`config.mk`:
```
export PLATFORM = sky130hd
export DESIGN_NAME = nid_decode
export DESIGN_NICKNAME = d
export VERILOG_FILES = /design/src/hw/nid_pkg.sv /design/src/hw/nid_decode.sv
export SDC_FILE = /design/constraint.sdc
export NUM_CORES = 1
export LEC_CHECK = 0
export BUFFER_PORTS_ARGS = -buffer_cell sky130_fd_sc_hd__buf_4
export CAP_MARGIN = 20
export CORE_MARGIN = 3
export CORE_UTILIZATION = 49
export CTS_CLUSTER_DIAMETER = 40
export CTS_CLUSTER_SIZE = 40
export DETAILED_ROUTE_END_ITERATION = 10
export GPL_ROUTABILITY_DRIVEN = 0
export PLACE_DENSITY = 0.81
export SLEW_MARGIN = 20
export SYNTH_ARGS = -nofsm -noshare
export SYNTH_HDL_FRONTEND = slang
export SYNTH_SLANG_ARGS = --single-unit
```
`constraint.sdc`:
```
create_clock -name clk -period 4.1 [get_ports clk]
set_input_delay 0.82 -clock clk [delete_from_list [all_inputs] [get_ports clk]]
set_output_delay 0.82 -clock clk [all_outputs]
set_load 0.05 [all_outputs]
```
`src/hw/nid_pkg.sv`:
```
// constants, field layouts and opcodes of the instruction decoder
package nid_pkg;
  // ---------------------------------------------------------------
  // field layout of a 16-bit instruction word
  // ---------------------------------------------------------------
  localparam int OP_MSB     = 15;
  localparam int OP_LSB     = 11;
  localparam int ROW_MSB    = 10;
  localparam int ROW_LSB    = 8;
  localparam int COL_MSB    = 7;
  localparam int COL_LSB    = 4;
  localparam int LOW_MSB    = 3;
  localparam int LOW_LSB    = 0;
  localparam int ADDR_MSB   = 10;
  localparam int ADDR_LSB   = 0;
  // ---------------------------------------------------------------
  // opcodes
  // ---------------------------------------------------------------
  localparam logic [4:0] OP_ADD_RM   = 5'h00;
  localparam logic [4:0] OP_SUB_RM   = 5'h01;
  localparam logic [4:0] OP_ADD_CARRY_RM  = 5'h02;
  localparam logic [4:0] OP_SUBTRACT_BORROW_RM  = 5'h03;
  localparam logic [4:0] OP_OR_RM    = 5'h06;
  localparam logic [4:0] OP_EXT      = 5'h07;
  localparam logic [4:0] OP_BR       = 5'h0c;
  localparam logic [4:0] OP_ADD_MI   = 5'h10;
  localparam logic [4:0] OP_SUB_MI   = 5'h11;
  localparam logic [4:0] OP_ADD_CARRY_MI  = 5'h12;
  localparam logic [4:0] OP_SUBTRACT_BORROW_MI  = 5'h13;
  localparam logic [4:0] OP_CALL     = 5'h1c;
  localparam logic [4:0] OP_SKT      = 5'h1e;
  localparam logic [4:0] OP_SKF      = 5'h1f;
  // extended-group column codes
  localparam logic [3:0] COL_TBL     = 4'h1;
  localparam logic [3:0] COL_PEEK    = 4'h3;
  localparam logic [3:0] COL_BR_AR   = 4'h4;
  localparam logic [3:0] COL_CALL_AR = 4'h5;
  localparam logic [3:0] COL_INC_IX  = 4'h8;
  localparam logic [3:0] COL_INC_AR  = 4'h9;
  localparam logic [3:0] COL_PUT     = 4'ha;
  localparam logic [3:0] COL_GET     = 4'hb;
  localparam logic [3:0] COL_RET     = 4'he;
  localparam logic [2:0] ROW_PLAIN   = 3'h0;
  localparam logic [2:0] ROW_RETI    = 3'h4;
  // ---------------------------------------------------------------
  // reset values
  // ---------------------------------------------------------------
  localparam logic [3:0] RST_NIB     = 4'h0;
  localparam logic [6:0] RST_ADDR7   = 7'h00;
  localparam logic [10:0] RST_PC     = 11'h000;
  localparam logic [2:0] RST_SP      = 3'h0;
  // datapath operations
  typedef enum logic [3:0] {
    NID_ALU_NONE = 4'h0,
    NID_ALU_ADD  = 4'h1,
    NID_ALU_SUB  = 4'h2,
    NID_ALU_OR   = 4'h4
  } nid_alu_t;
  // fetch sequencing
  typedef enum logic [1:0] {
    NID_ST_RUN  = 2'b01,
    NID_ST_TBL2 = 2'b10
  } nid_state_t;
endpackage

```
`src/hw/nid_decode.sv`:
```
// instruction decoder and nibble datapath control of the 4-bit core
`timescale 1ns/1ps
// Functional notes
// - branch and call targets come from the 11-bit field with its top bit forced to zero.
// - immediates of memory-with-constant forms are the low nibble of the word.
// - bit test forms carry a 4-bit mask selecting the examined memory bits.
// - peripheral address is a 3-bit upper field joined to a 4-bit lower field.
// - register file address is a 3-bit row field joined to a 4-bit low field.
// - data memory address is the row select above the column select.
// - subtract uses opcode 00001 into register and 10001 into memory.
// - subtract-with-borrow also deducts carry, opcodes 00011 and 10011.
// - opcode 00111 row 000 increments the address register on column 1001, index on 1000.
// - opcode 00110 ors memory into the register.
// - interrupt entry in the run state pushes the saved-state register onto the interrupt stack; in the second table fetch cycle it is ignored.
// - return addresses live in a stack whose entry the stack pointer selects.
// - the table fetch into the data buffer takes two instruction cycles.
module nid_decode (
  input  wire logic         clk,              // 40 MHz instruction clock
  input  wire logic         reset,            // async, active high
  input  wire logic         insn_valid,       // instruction word present this cycle
  input  wire logic [15:0]  insn,             // word from program memory
  input  wire logic [3:0]   reg_nibble,       // general register read data
  input  wire logic [3:0]   mem_nibble,       // data memory read data
  input  wire logic         irq_enter,        // interrupt entry pulse
  input  wire logic [3:0]   interrupt_saved_state, // state to save on entry
  output logic              insn_ready,       // low while table fetch holds the core
  output logic [6:0]        mem_addr,         // data memory address
  output logic [3:0]        reg_col,          // general register column
  output logic [3:0]        imm_nibble,       // immediate field
  output logic [3:0]        bit_mask,         // bit test mask
  output logic [6:0]        periph_addr,      // peripheral address
  output logic [6:0]        regfile_addr,     // register file address
  output logic [10:0]       branch_target,    // branch or call target
  output logic [3:0]        result_reg,       // alu result
  output logic              wr_reg,           // write result to register
  output logic              wr_mem,           // write result to memory
  output logic              carry_flag,       // carry / borrow flag
  output logic [10:0]       address_register, // address register
  output logic [3:0]        index_register,   // index register
  output logic [10:0]       pc_reg,           // program counter
  output logic [10:0]       stack_return_slot,// stack entry at stack pointer
  output logic [2:0]        sp_reg,           // stack pointer
  output logic [3:0]        interrupt_saved_state_stack_top,   // top of interrupt stack
  output logic [15:0]       data_buffer_reg,  // data buffer
  output logic              tbl_busy          // second table fetch cycle
);
  import nid_pkg::*;

  // ---------------------------------------------------------------
  // field split
  // ---------------------------------------------------------------
  logic [4:0] op;
  logic [2:0] row_select;
  logic [3:0] column_select;
  logic [3:0] low_f;
  assign op            = insn[OP_MSB:OP_LSB];
  assign row_select    = insn[ROW_MSB:ROW_LSB];
  assign column_select = insn[COL_MSB:COL_LSB];
  assign low_f         = insn[LOW_MSB:LOW_LSB];

  // ---------------------------------------------------------------
  // state
  // ---------------------------------------------------------------
  nid_state_t  st_reg, st_next;
  logic [6:0]  mem_addr_reg, mem_addr_next;
  logic [3:0]  reg_col_reg, reg_col_next, imm_reg, imm_next, mask_reg, mask_next;
  logic [6:0]  per_reg, per_next, rf_reg, rf_next;
  logic [10:0] tgt_reg, tgt_next;
  logic [3:0]  res_reg, res_next;
  logic        wr_reg_reg, wr_reg_next, wr_mem_reg, wr_mem_next;
  logic        cy_reg, cy_next;
  logic [10:0] ar_reg, ar_next, pc_next, ret_pc_reg;
  logic [3:0]  ix_reg, ix_next;
  logic [2:0]  sp_next;
  logic [15:0] dbf_reg, dbf_next;
  logic [10:0] astack [0:7];
  logic [3:0]  istack [0:7];
  logic [2:0]  isp_reg, isp_next;
  logic        push, pop;
  nid_alu_t    alu;
  logic        use_cy, to_mem;
  logic [4:0]  sum;
  logic [3:0]  opb;

  // ---------------------------------------------------------------
  // decode and datapath
  // ---------------------------------------------------------------
  always_comb begin
    st_next       = st_reg;
    mem_addr_next = {row_select, column_select};
    reg_col_next  = low_f;
    imm_next      = low_f;
    mask_next     = low_f;
    per_next      = {row_select, low_f};
    rf_next       = {row_select, low_f};
    tgt_next      = {1'b0, insn[ADDR_MSB-1:ADDR_LSB]};
    res_next      = res_reg;
    wr_reg_next   = 1'b0;
    wr_mem_next   = 1'b0;
    cy_next       = cy_reg;
    ar_next       = ar_reg;
    ix_next       = ix_reg;
    pc_next       = pc_reg;
    sp_next       = sp_reg;
    dbf_next      = dbf_reg;
    isp_next      = isp_reg;
    push          = 1'b0;
    pop           = 1'b0;
    alu           = NID_ALU_NONE;
    use_cy        = 1'b0;
    to_mem        = op[4];
    case (op)
      OP_ADD_RM, OP_ADD_MI:   alu = NID_ALU_ADD;
      OP_ADD_CARRY_RM, OP_ADD_CARRY_MI: begin
        alu    = NID_ALU_ADD;
        use_cy = 1'b1;
      end
      OP_SUB_RM, OP_SUB_MI:   alu = NID_ALU_SUB;
      OP_SUBTRACT_BORROW_RM, OP_SUBTRACT_BORROW_MI: begin
        alu    = NID_ALU_SUB;
        use_cy = 1'b1;
      end
      OP_OR_RM:               alu = NID_ALU_OR;
      default:                alu = NID_ALU_NONE;
    endcase
    // register forms take memory as the second operand, memory forms the immediate
    opb = to_mem ? low_f : mem_nibble;
    sum = 5'h00;
    case (alu)
      NID_ALU_ADD: sum = {1'b0, to_mem ? mem_nibble : reg_nibble} + {1'b0, opb}
                         + {4'h0, use_cy & cy_reg};
      NID_ALU_SUB: sum = {1'b0, to_mem ? mem_nibble : reg_nibble} - {1'b0, opb}
                         - {4'h0, use_cy & cy_reg};
      NID_ALU_OR:  sum = {1'b0, reg_nibble | mem_nibble};
      default:     sum = 5'h00;
    endcase
    case (st_reg)
      NID_ST_RUN: begin
        if (insn_valid) begin
          pc_next = pc_reg + 11'h001;
          if (alu != NID_ALU_NONE) begin
            res_next    = sum[3:0];
            wr_reg_next = ~to_mem;
            wr_mem_next = to_mem;
            if (alu != NID_ALU_OR)
              cy_next = sum[4];
          end
          if (op == OP_BR)
            pc_next = tgt_next;
          if (op == OP_CALL) begin
            push    = 1'b1;
            sp_next = sp_reg - 3'h1;
            pc_next = tgt_next;
          end
          if (op == OP_EXT) begin
            case (column_select)
              COL_INC_AR: if (row_select == ROW_PLAIN) ar_next = ar_reg + 11'h001;
              COL_INC_IX: if (row_select == ROW_PLAIN) ix_next = ix_reg + 4'h1;
              COL_BR_AR:  pc_next = ar_reg;
              COL_CALL_AR: begin
                push    = 1'b1;
                sp_next = sp_reg - 3'h1;
                pc_next = ar_reg;
              end
              COL_RET: begin
                pop     = 1'b1;
                pc_next = astack[sp_reg];
                sp_next = sp_reg + 3'h1;
                if (row_select == ROW_RETI)
                  isp_next = isp_reg - 3'h1;
              end
              COL_TBL: begin
                st_next = NID_ST_TBL2;
                pc_next = pc_reg;
              end
              default: ;
            endcase
          end
        end
        if (irq_enter)
          isp_next = isp_reg + 3'h1;
      end
      NID_ST_TBL2: begin
        dbf_next = insn;
        pc_next  = pc_reg + 11'h001;
        st_next  = NID_ST_RUN;
      end
      default: st_next = NID_ST_RUN;
    endcase
  end

  always_ff @(posedge clk or posedge reset) begin
    if (reset) begin
      st_reg <= NID_ST_RUN;
      mem_addr_reg <= RST_ADDR7;
      reg_col_reg <= RST_NIB;
      imm_reg <= RST_NIB;
      mask_reg <= RST_NIB;
      per_reg <= RST_ADDR7;
      rf_reg <= RST_ADDR7;
      tgt_reg <= RST_PC;
      res_reg <= RST_NIB;
      wr_reg_reg <= 1'b0;
      wr_mem_reg <= 1'b0;
      cy_reg <= 1'b0;
      ar_reg <= RST_PC;
      ix_reg <= RST_NIB;
      pc_reg <= RST_PC;
      sp_reg <= RST_SP;
      dbf_reg <= 16'h0000;
      isp_reg <= RST_SP;
      ret_pc_reg <= RST_PC;
    end else begin
      st_reg <= st_next;
      mem_addr_reg <= mem_addr_next;
      reg_col_reg <= reg_col_next;
      imm_reg <= imm_next;
      mask_reg <= mask_next;
      per_reg <= per_next;
      rf_reg <= rf_next;
      tgt_reg <= tgt_next;
      res_reg <= res_next;
      wr_reg_reg <= wr_reg_next;
      wr_mem_reg <= wr_mem_next;
      cy_reg <= cy_next;
      ar_reg <= ar_next;
      ix_reg <= ix_next;
      pc_reg <= pc_next;
      sp_reg <= sp_next;
      dbf_reg <= dbf_next;
      isp_reg <= isp_next;
      ret_pc_reg <= pc_reg + 11'h001;
    end
  end

  // stacks hold no reset: contents are undefined until pushed
  always_ff @(posedge clk) begin
    if (push)
      astack[sp_reg - 3'h1] <= pc_reg + 11'h001;
    if (irq_enter && st_reg == NID_ST_RUN)
      istack[isp_reg] <= interrupt_saved_state;
  end

  assign insn_ready        = (st_reg == NID_ST_RUN);
  assign tbl_busy          = (st_reg == NID_ST_TBL2);
  assign mem_addr          = mem_addr_reg;
  assign reg_col           = reg_col_reg;
  assign imm_nibble        = imm_reg;
  assign bit_mask          = mask_reg;
  assign periph_addr       = per_reg;
  assign regfile_addr      = rf_reg;
  assign branch_target     = tgt_reg;
  assign result_reg        = res_reg;
  assign wr_reg            = wr_reg_reg;
  assign wr_mem            = wr_mem_reg;
  assign carry_flag        = cy_reg;
  assign address_register  = ar_reg;
  assign index_register    = ix_reg;
  assign stack_return_slot = astack[sp_reg];
  assign interrupt_saved_state_stack_top    = istack[isp_reg - 3'h1];
  assign data_buffer_reg   = dbf_reg;

  // ---------------------------------------------------------------
  // checks
  // ---------------------------------------------------------------
  a_target_msb_zero: assert property (@(posedge clk) disable iff (reset)
    branch_target[10] == 1'b0) else $error("target msb set");
  a_imm_low_nibble: assert property (@(posedge clk) disable iff (reset)
    1'b1 |=> imm_nibble == $past(insn[3:0])) else $error("immediate wrong");
  a_mask_field: assert property (@(posedge clk) disable iff (reset)
    1'b1 |=> bit_mask == $past(insn[3:0])) else $error("mask wrong");
  a_periph_addr: assert property (@(posedge clk) disable iff (reset)
    1'b1 |=> periph_addr == {$past(insn[10:8]), $past(insn[3:0])}) else $error("periph addr");
  a_regfile_addr: assert property (@(posedge clk) disable iff (reset)
    1'b1 |=> regfile_addr == {$past(insn[10:8]), $past(insn[3:0])}) else $error("rf addr");
  a_mem_addr: assert property (@(posedge clk) disable iff (reset)
    1'b1 |=> mem_addr == $past(insn[10:4])) else $error("mem addr");
  a_or_result: assert property (@(posedge clk) disable iff (reset)
    insn_valid && insn_ready && op == OP_OR_RM |=>
    wr_reg && result_reg == ($past(reg_nibble) | $past(mem_nibble))) else $error("or wrong");
  a_sub_mem: assert property (@(posedge clk) disable iff (reset)
    insn_valid && insn_ready && op == OP_SUB_MI |=>
    wr_mem && result_reg == $past(mem_nibble) - $past(insn[3:0])) else $error("sub wrong");
  a_add_carry_reg: assert property (@(posedge clk) disable iff (reset)
    insn_valid && insn_ready && op == OP_ADD_CARRY_RM |=> wr_reg &&
    {carry_flag, result_reg} == $past(reg_nibble) + $past(mem_nibble) + $past(carry_flag))
    else $error("add_carry wrong");
  a_subtract_borrow_mem: assert property (@(posedge clk) disable iff (reset)
    insn_valid && insn_ready && op == OP_SUBTRACT_BORROW_MI |=> wr_mem &&
    result_reg == 4'($past(mem_nibble) - $past(insn[3:0]) - $past(carry_flag)))
    else $error("subtract_borrow wrong");
  a_add_plain: assert property (@(posedge clk) disable iff (reset)
    insn_valid && insn_ready && op == OP_ADD_RM |=>
    result_reg == 4'($past(reg_nibble) + $past(mem_nibble))) else $error("add wrong");
  a_inc_ar: assert property (@(posedge clk) disable iff (reset)
    insn_valid && insn_ready && insn[15:4] == 12'h389 |=>
    address_register == $past(address_register) + 11'h001) else $error("inc ar");
  a_inc_ix: assert property (@(posedge clk) disable iff (reset)
    insn_valid && insn_ready && insn[15:4] == 12'h388 |=>
    index_register == $past(index_register) + 4'h1) else $error("inc ix");
  a_tbl_two_cycle: assert property (@(posedge clk) disable iff (reset)
    insn_valid && insn_ready && insn[15:4] == 12'h381 |=> tbl_busy ##1 insn_ready)
    else $error("table fetch length");
  a_call_push: assert property (@(posedge clk) disable iff (reset)
    insn_valid && insn_ready && op == OP_CALL |=>
    sp_reg == $past(sp_reg) - 3'h1 && stack_return_slot == $past(pc_reg) + 11'h001)
    else $error("call push");
  a_irq_save: assert property (@(posedge clk) disable iff (reset)
    irq_enter && insn_ready && !(insn_valid && op == OP_EXT && column_select == COL_RET
    && row_select == ROW_RETI) |=> interrupt_saved_state_stack_top == $past(interrupt_saved_state))
    else $error("irq save");
  c_add_carry: cover property (@(posedge clk) insn_valid && op == OP_ADD_CARRY_MI);
  c_tbl: cover property (@(posedge clk) tbl_busy);
  c_call_ret: cover property (@(posedge clk) insn_valid && op == OP_CALL ##[1:4]
    insn_valid && op == OP_EXT && column_select == COL_RET);
  c_irq: cover property (@(posedge clk) irq_enter);
endmodule

```
==> impl_metrics.json, run 1 <==
{
  "rows": 48,
  "layout_common_cells": "160 x buf_4, 120 x edfxtp_1, 67 x dfrtp_1",
  "internal_power_w": 0.00407,
  "syn_inst": 619,
  "crit_arrival_ns": 2.85,
  "antenna_found_initial": 0,
  "synth_edf_count": 120,
  "clk_pin_slew_ns": 0.07,
  "irDropWorstVdd_mv": 0.389,
  "port_buffers": 143,
  "yosys_warnings": 0,
  "fmax_mhz": 272,
  "fin_crit_sh_pct": 89.5,
  "io_pins": 145,
  "drive_gt1_share_pct": 33.8,
  "hpwl_mm": 14.8,
  "finalSetupTns_ns": 0,
  "cts.repair.resized": 0,
  "combinationalPowerShare_pct": 40.0,
  "cp.depth": 5,
  "critPathLaunch": "isp_reg[0]",
  "root_buffer": "clkbuf_16",
  "post-cts-setup-buffer-count": 0,
  "cp_cell_sequence": "inv_1, ha_1, mux4_2, mux2_2, buf_4",
  "largest_reg_flops": 88,
  "grt_pass1_wl_mm": 32.5,
  "p_per_area_mw_per_mm2": 654,
  "max_stage_delay_ns": 0.80,
  "endpoint": "interrupt_saved_state_stack_top[3]",
  "viasPerCell": 5.87,
  "cp-end-kind": "primary output",
  "wl_per_cell_um": 21.5,
  "maxCapViolations": 0,
  "path_buf_inv": 2,
  "synthesis.area_mm2": 0.00879,
  "path_max_fanout": 16,
  "p_switching_w": 0.00278,
  "rrSetupSlack_ns": 1.14,
  "cpMaxStageDelayCell": "dfrtp_1",
  "worstSkewPairLatency_ns": 0.44,
  "die-area_mm2": 0.0196,
  "cts.sinks": 188,
  "rr_worst_depth": 6,
  "seq_area_frac_synth_pct": 60.4,
  "clock_skew_ns": 0.0142,
  "synth_area_leaders": "edfxtp_1 41%, dfrtp_1 19%, mux4_2 4.4%",
  "critical-path-top-delay-family": "flip-flops",
  "syn2layout_area_growth_pct": 19.2,
  "final_common_cell": "buf_4",
  "crit_required_ns": 3.28,
  "die_h_um": 140,
  "drc": 0,
  "clockBufferDepth": 2,
  "vias": 5732,
  "hold_viol_final": 0,
  "drv_slew": 0,
  "clock_power_share_pct": 22.6,
  "drt_wl_total_mm": 21.0,
  "grt_usage_pct": 21.5,
  "finalSetupViolCount": 0,
  "coreArea_mm2": 0.0174,
  "multiInputGateArea_mm2": 0.00304,
  "ys_types": 70,
  "drtIter0Drc": 609,
  "ant_nets": 0,
  "startpoint_type": "flip-flop",
  "rsz0062_at_grt": "no",
  "min_path_type": "in2async",
  "grt_max_degree": 39,
  "worst_pin_slew_ns": 1.01,
  "n_fill_cell": 1316,
  "period_needed_ns": 3.67,
  "synth_top_area_share_pct": 41.0,
  "grt-ovfl-total": 0,
  "final_util_pct": 60.2,
  "initial_utilization_pct": 50.5,
  "grt_pass1_vias": 5913,
  "syn_area_per_cell_um2": 14.2,
  "swShare_pct": 40.6,
  "yosysTopAreaCell": "edfxtp_1",
  "seqPwrFrac_pct": 37.4,
  "r2r_end": "astack[1][3]",
  "synth_nets": 671,
  "cts-buffers-inserted": 17,
  "leakagePower_nw": 4.30,
  "relSlewSlack_pct": 32.8,
  "nNetsFinal": 791,
  "ys_ff_latch": 188,
  "outcome": "finished, final reports clean",
  "synth-async-reset-ratio_pct": 36.2,
  "hold_buffers": 0,
  "r2r_start": "sp_reg[0]",
  "num_antenna_cells": 0,
  "path_class": "reg2out",
  "register_area_mm2": 0.00531,
  "cts_tree": "done",
  "die_w_um": 140,
  "drtPass1Iterations": 5,
  "ys.flop_type": "edfxtp_1",
  "htreeDepth": 4
}
[worst min path at each step]
| stage | cells after the start | slack (ns) | endpoint | start |
|---|---|---|---|---|
| floorplan | 2 | 0.49 | st_reg[0] | st_reg[0] |
| global placement | 1 | 0.47 | result_reg[2] | result_reg[2] |
| detailed placement | 1 | 0.49 | result_reg[0] | result_reg[0] |
| CTS | 2 | 0.49 | mem_addr[6] | reset |
| global route | 1 | 0.51 | mem_addr[6] | insn[10] |
| finish | 2 | 0.48 | regfile_addr[5] | reset |
[logic make-up after synthesis]
group / synth area share, %
XOR/XNOR: 3.39
adder cells (fa/ha/maj): 3.19
multiplexers: 12.7
flip-flops: 60.4
other: 0.0427
AND/OR/NAND/NOR: 8.98
buffers and inverters: 5.29
AO/OA/AOI/OAI: 6.03
[area by class of cell]
type	instances	share of cell area [%]
clock buffer	17	4.06
inverter	25	0.896
tap	225	2.69
clock inverter	15	1.24
timing repair buffer	160	11.5
sequential	188	50.6
multi-input combinational	347	29.0
[per-layer routing]
layer	GRT usage, %	routed length, um	vias to the layer above	part of all wire (%)
met3	5.70	1650	59	7.8
met5	0	0	-	0
met2	36.6	10700	285	51
met4	8.82	689	0	3.3
li1	-	-	2520	-
met1	26.3	7960	2868	38
[metrics by stage]
stage / hold slack (ns) / std cells / cell area [um2] / setup slack (ns) / power [W]
floorplan: 0.488 / 619 / 8790 / 0.646 / 0.00455
global placement: 0.470 / 945 / 9920 / 1.00 / 0.00523
detailed placement: 0.488 / 945 / 9920 / 0.888 / 0.00532
CTS: 0.487 / 977 / 10500 / 0.385 / 0.00689
global route: 0.515 / 977 / 10500 / 0.220 / 0.00712
finish: 0.484 / 977 / 10500 / 0.430 / 0.00685
[power by group through the flow]
stage               combinational [W]  clock, W  sequential [W]
floorplan                     0.00178         0         0.00277
global placement              0.00265         0         0.00258
detailed placement            0.00273         0         0.00259
CTS                           0.00276   0.00157         0.00256
global route                  0.00290   0.00165         0.00258
finish                        0.00274   0.00155         0.00256
[Yosys cell counts (all sizes together) (3+ instances only)]
cell type	n
a21bo	3
a21o	6
a21oi	12
a222oi	3
a22o	7
a22oi	4
a31oi	4
and3	6
and3b	3
buf	41
clkbuf	18
dfrtp	67
edfxtp	120
fa	4
ha	16
inv	25
mux2	31
mux2i	15
mux4	26
nand2	48
nand3	13
nand4	6
nand4bb	3
nor2	23
nor2b	5
nor3	15
nor3b	3
nor4	3
o211ai	3
o21a	3
o21ai	14
or3	3
xnor2	21
xor2	13
No activity file was read; power rests on OpenSTA's default activity.
==> run 2: changes to the inputs <==
--- a/config.mk
+++ b/config.mk
@@ -8,13 +8,13 @@
 export BUFFER_PORTS_ARGS = -buffer_cell sky130_fd_sc_hd__buf_4
 export CAP_MARGIN = 20
 export CORE_MARGIN = 3
-export CORE_UTILIZATION = 49
+export CORE_UTILIZATION = 54
 export CTS_CLUSTER_DIAMETER = 40
 export CTS_CLUSTER_SIZE = 40
 export DETAILED_ROUTE_END_ITERATION = 10
 export GPL_ROUTABILITY_DRIVEN = 0
-export PLACE_DENSITY = 0.81
-export SLEW_MARGIN = 20
+export PLACE_DENSITY = 0.87
+export SLEW_MARGIN = 25
 export SYNTH_ARGS = -nofsm -noshare
 export SYNTH_HDL_FRONTEND = slang
 export SYNTH_SLANG_ARGS = --single-unit
==> run 2 against run 1 <==
Hold slack improved by 0.0062 ns; first-iteration DRC count fell by 2.5%; global-route usage rose by 2.2 points; clock skew fell by 0.0044 ns; non-clock buffer count fell by 4; power rose by 0.81%; core utilization rose by 5.7 points; clock power rose by 5%; wire length barely moved; final cell count fell by 1.3%; clock-buffer cell count did not move.
==> impl_metrics.json, run 2 (same netlist as run 1, synthesis figures left out) <==
{
  "io_pins": 145,
  "seqPwrFrac_pct": 37.7,
  "port_buffers": 143,
  "clock_skew_ns": 0.00976,
  "rrSetupSlack_ns": 1.18,
  "cp_cell_sequence": "inv_1, ha_1, mux4_2, mux2_2, buf_4",
  "period_needed_ns": 3.66,
  "grt_usage_pct": 23.8,
  "viasPerCell": 5.93,
  "clock_power_share_pct": 23.4,
  "n_fill_cell": 1104,
  "crit_required_ns": 3.28,
  "clockBufferDepth": 2,
  "path_max_fanout": 16,
  "cts.repair.resized": 0,
  "grt.busiest_layer": "met2",
  "grt_max_degree": 50,
  "clk_pin_slew_ns": 0.07,
  "antenna_found_initial": 0,
  "min_path_type": "reg2reg",
  "num_antenna_cells": 0,
  "worstSkewPairLatency_ns": 0.44,
  "maxCapViolations": 0,
  "fmax_mhz": 273,
  "cpMaxStageDelayCell": "dfrtp_1",
  "cp-end-kind": "primary output",
  "gr-usage-met3_pct": 6.31,
  "leakagePower_nw": 4.30,
  "largest_reg_flops": 88,
  "relSlewSlack_pct": 36.5,
  "die_w_um": 134,
  "worst_pin_slew_ns": 0.953,
  "nNetsFinal": 787,
  "use_met1_pct": 29.6,
  "rows": 46,
  "final_common_cell": "buf_4",
  "die_h_um": 134,
  "max_stage_delay_ns": 0.79,
  "coreArea_mm2": 0.0159,
  "internal_power_w": 0.00413,
  "path_class": "reg2out",
  "ant_nets": 0,
  "setup_slack_ns": 0.437,
  "drt_wl_total_mm": 21.0,
  "finalNonFillerCells": 964,
  "swShare_pct": 40.2,
  "post-cts-setup-buffer-count": 0,
  "grt_pass1_vias": 5903,
  "register_area_mm2": 0.00531,
  "startpoint_type": "flip-flop",
  "rsz0062_at_grt": "no",
  "irDropWorstVdd_mv": 0.409,
  "combinationalPowerShare_pct": 38.8,
  "drtPass1Iterations": 5,
  "root_buffer": "clkbuf_16",
  "initial_utilization_pct": 55.3,
  "drv_slew": 0,
  "cts_tree": "done",
  "grt_use_met2_pct": 40.2,
  "vias": 5717,
  "die-area_mm2": 0.0178,
  "hold_viol_final": 0,
  "cts.sinks": 188,
  "finalSetupViolCount": 0,
  "grt_pass1_wl_mm": 32.2,
  "drc": 0,
  "grt-ovfl-total": 0,
  "hold_buffers": 0,
  "drive_gt1_share_pct": 33.7,
  "finalSetupTns_ns": 0,
  "dp_cells": 932,
  "syn2layout_area_growth_pct": 19.0,
  "drtIter0Drc": 594,
  "p_per_area_mw_per_mm2": 660,
  "cts-buffers-inserted": 17,
  "p_switching_w": 0.00278,
  "hpwl_mm": 14.6,
  "multiInputGateArea_mm2": 0.00304,
  "place_ws_ns": 0.880,
  "htreeDepth": 4,
  "outcome": "finished, final reports clean",
  "crit_arrival_ns": 2.84,
  "fin_crit_sh_pct": 89.3,
  "layout_common_cells": "156 x buf_4, 120 x edfxtp_1, 67 x dfrtp_1",
  "wl_per_cell_um": 21.8
}
run 2: cell types whose count changed in the layout (fill, tap and decap cells not counted):
cell,previous run,this run
buf_4,160,156
clkinv_4,1,5
inv_2,2,1
clkinvlp_4,3,1
bufinv_16,0,1
clkinv_1,2,0
clkinv_2,0,3
inv_8,2,3
inv_6,6,2
run 2: final timing paths:
check	startpoint	depth (start not counted)	endpoint
hold reg to reg	result_reg[1]	2	result_reg[1]
setup / recovery	isp_reg[0]	5	interrupt_saved_state_stack_top[3]
min in group asynchronous	reset	2	regfile_addr[4]
max in group asynchronous	reset	3	result_reg[0]
setup reg to reg	sp_reg[1]	7	astack[5][2]
hold / removal	result_reg[1]	2	result_reg[1]
run 2: critical path, delay by kind of cell, from the launching register on:
| family | cells | cell delay (ns) |
|---|---|---|
| flip-flops | 1 | 0.79 |
| multiplexers | 2 | 0.67 |
| adder cells (fa/ha/maj) | 1 | 0.56 |
| buffers and inverters | 2 | 0.37 |
run 2: metrics by stage:
step	hold WS (ns)	utilization [%]	power (W)	cell area, um2
floorplan	0.488	-	0.00455	8790
global placement	0.465	62.2	0.00521	9880
detailed placement	0.478	62.2	0.00531	9880
CTS	0.494	65.9	0.00692	10500
global route	0.502	65.9	0.00717	10500
finish	0.490	65.9	0.00691	10500
run 2: cell type report:
| cell class | instances | share of cell area, % |
|---|---|---|
| flip-flops and latches | 188 | 50.7 |
| multi-input cells | 347 | 29.0 |
| repair buffers | 156 | 11.2 |
| clock buffers | 17 | 4.06 |
| well taps | 216 | 2.58 |
| clock inverters | 15 | 1.52 |
| inverters | 25 | 0.909 |
run 2: power groups by stage:
stage | clock network (W) | logic, W | registers [W]
finish | 0.00162 | 0.00268 | 0.00261
global route | 0.00170 | 0.00282 | 0.00264
CTS | 0.00163 | 0.00269 | 0.00261
global placement | 0 | 0.00257 | 0.00264
detailed placement | 0 | 0.00266 | 0.00265
floorplan | 0 | 0.00178 | 0.00277
run 2: metal layers:
metal / vias up / routed length (um)
met3: 58 / 1860
met4: 0 / 564
met2: 289 / 10700
met1: 2854 / 7870
met5: - / 0
li1: 2516 / -
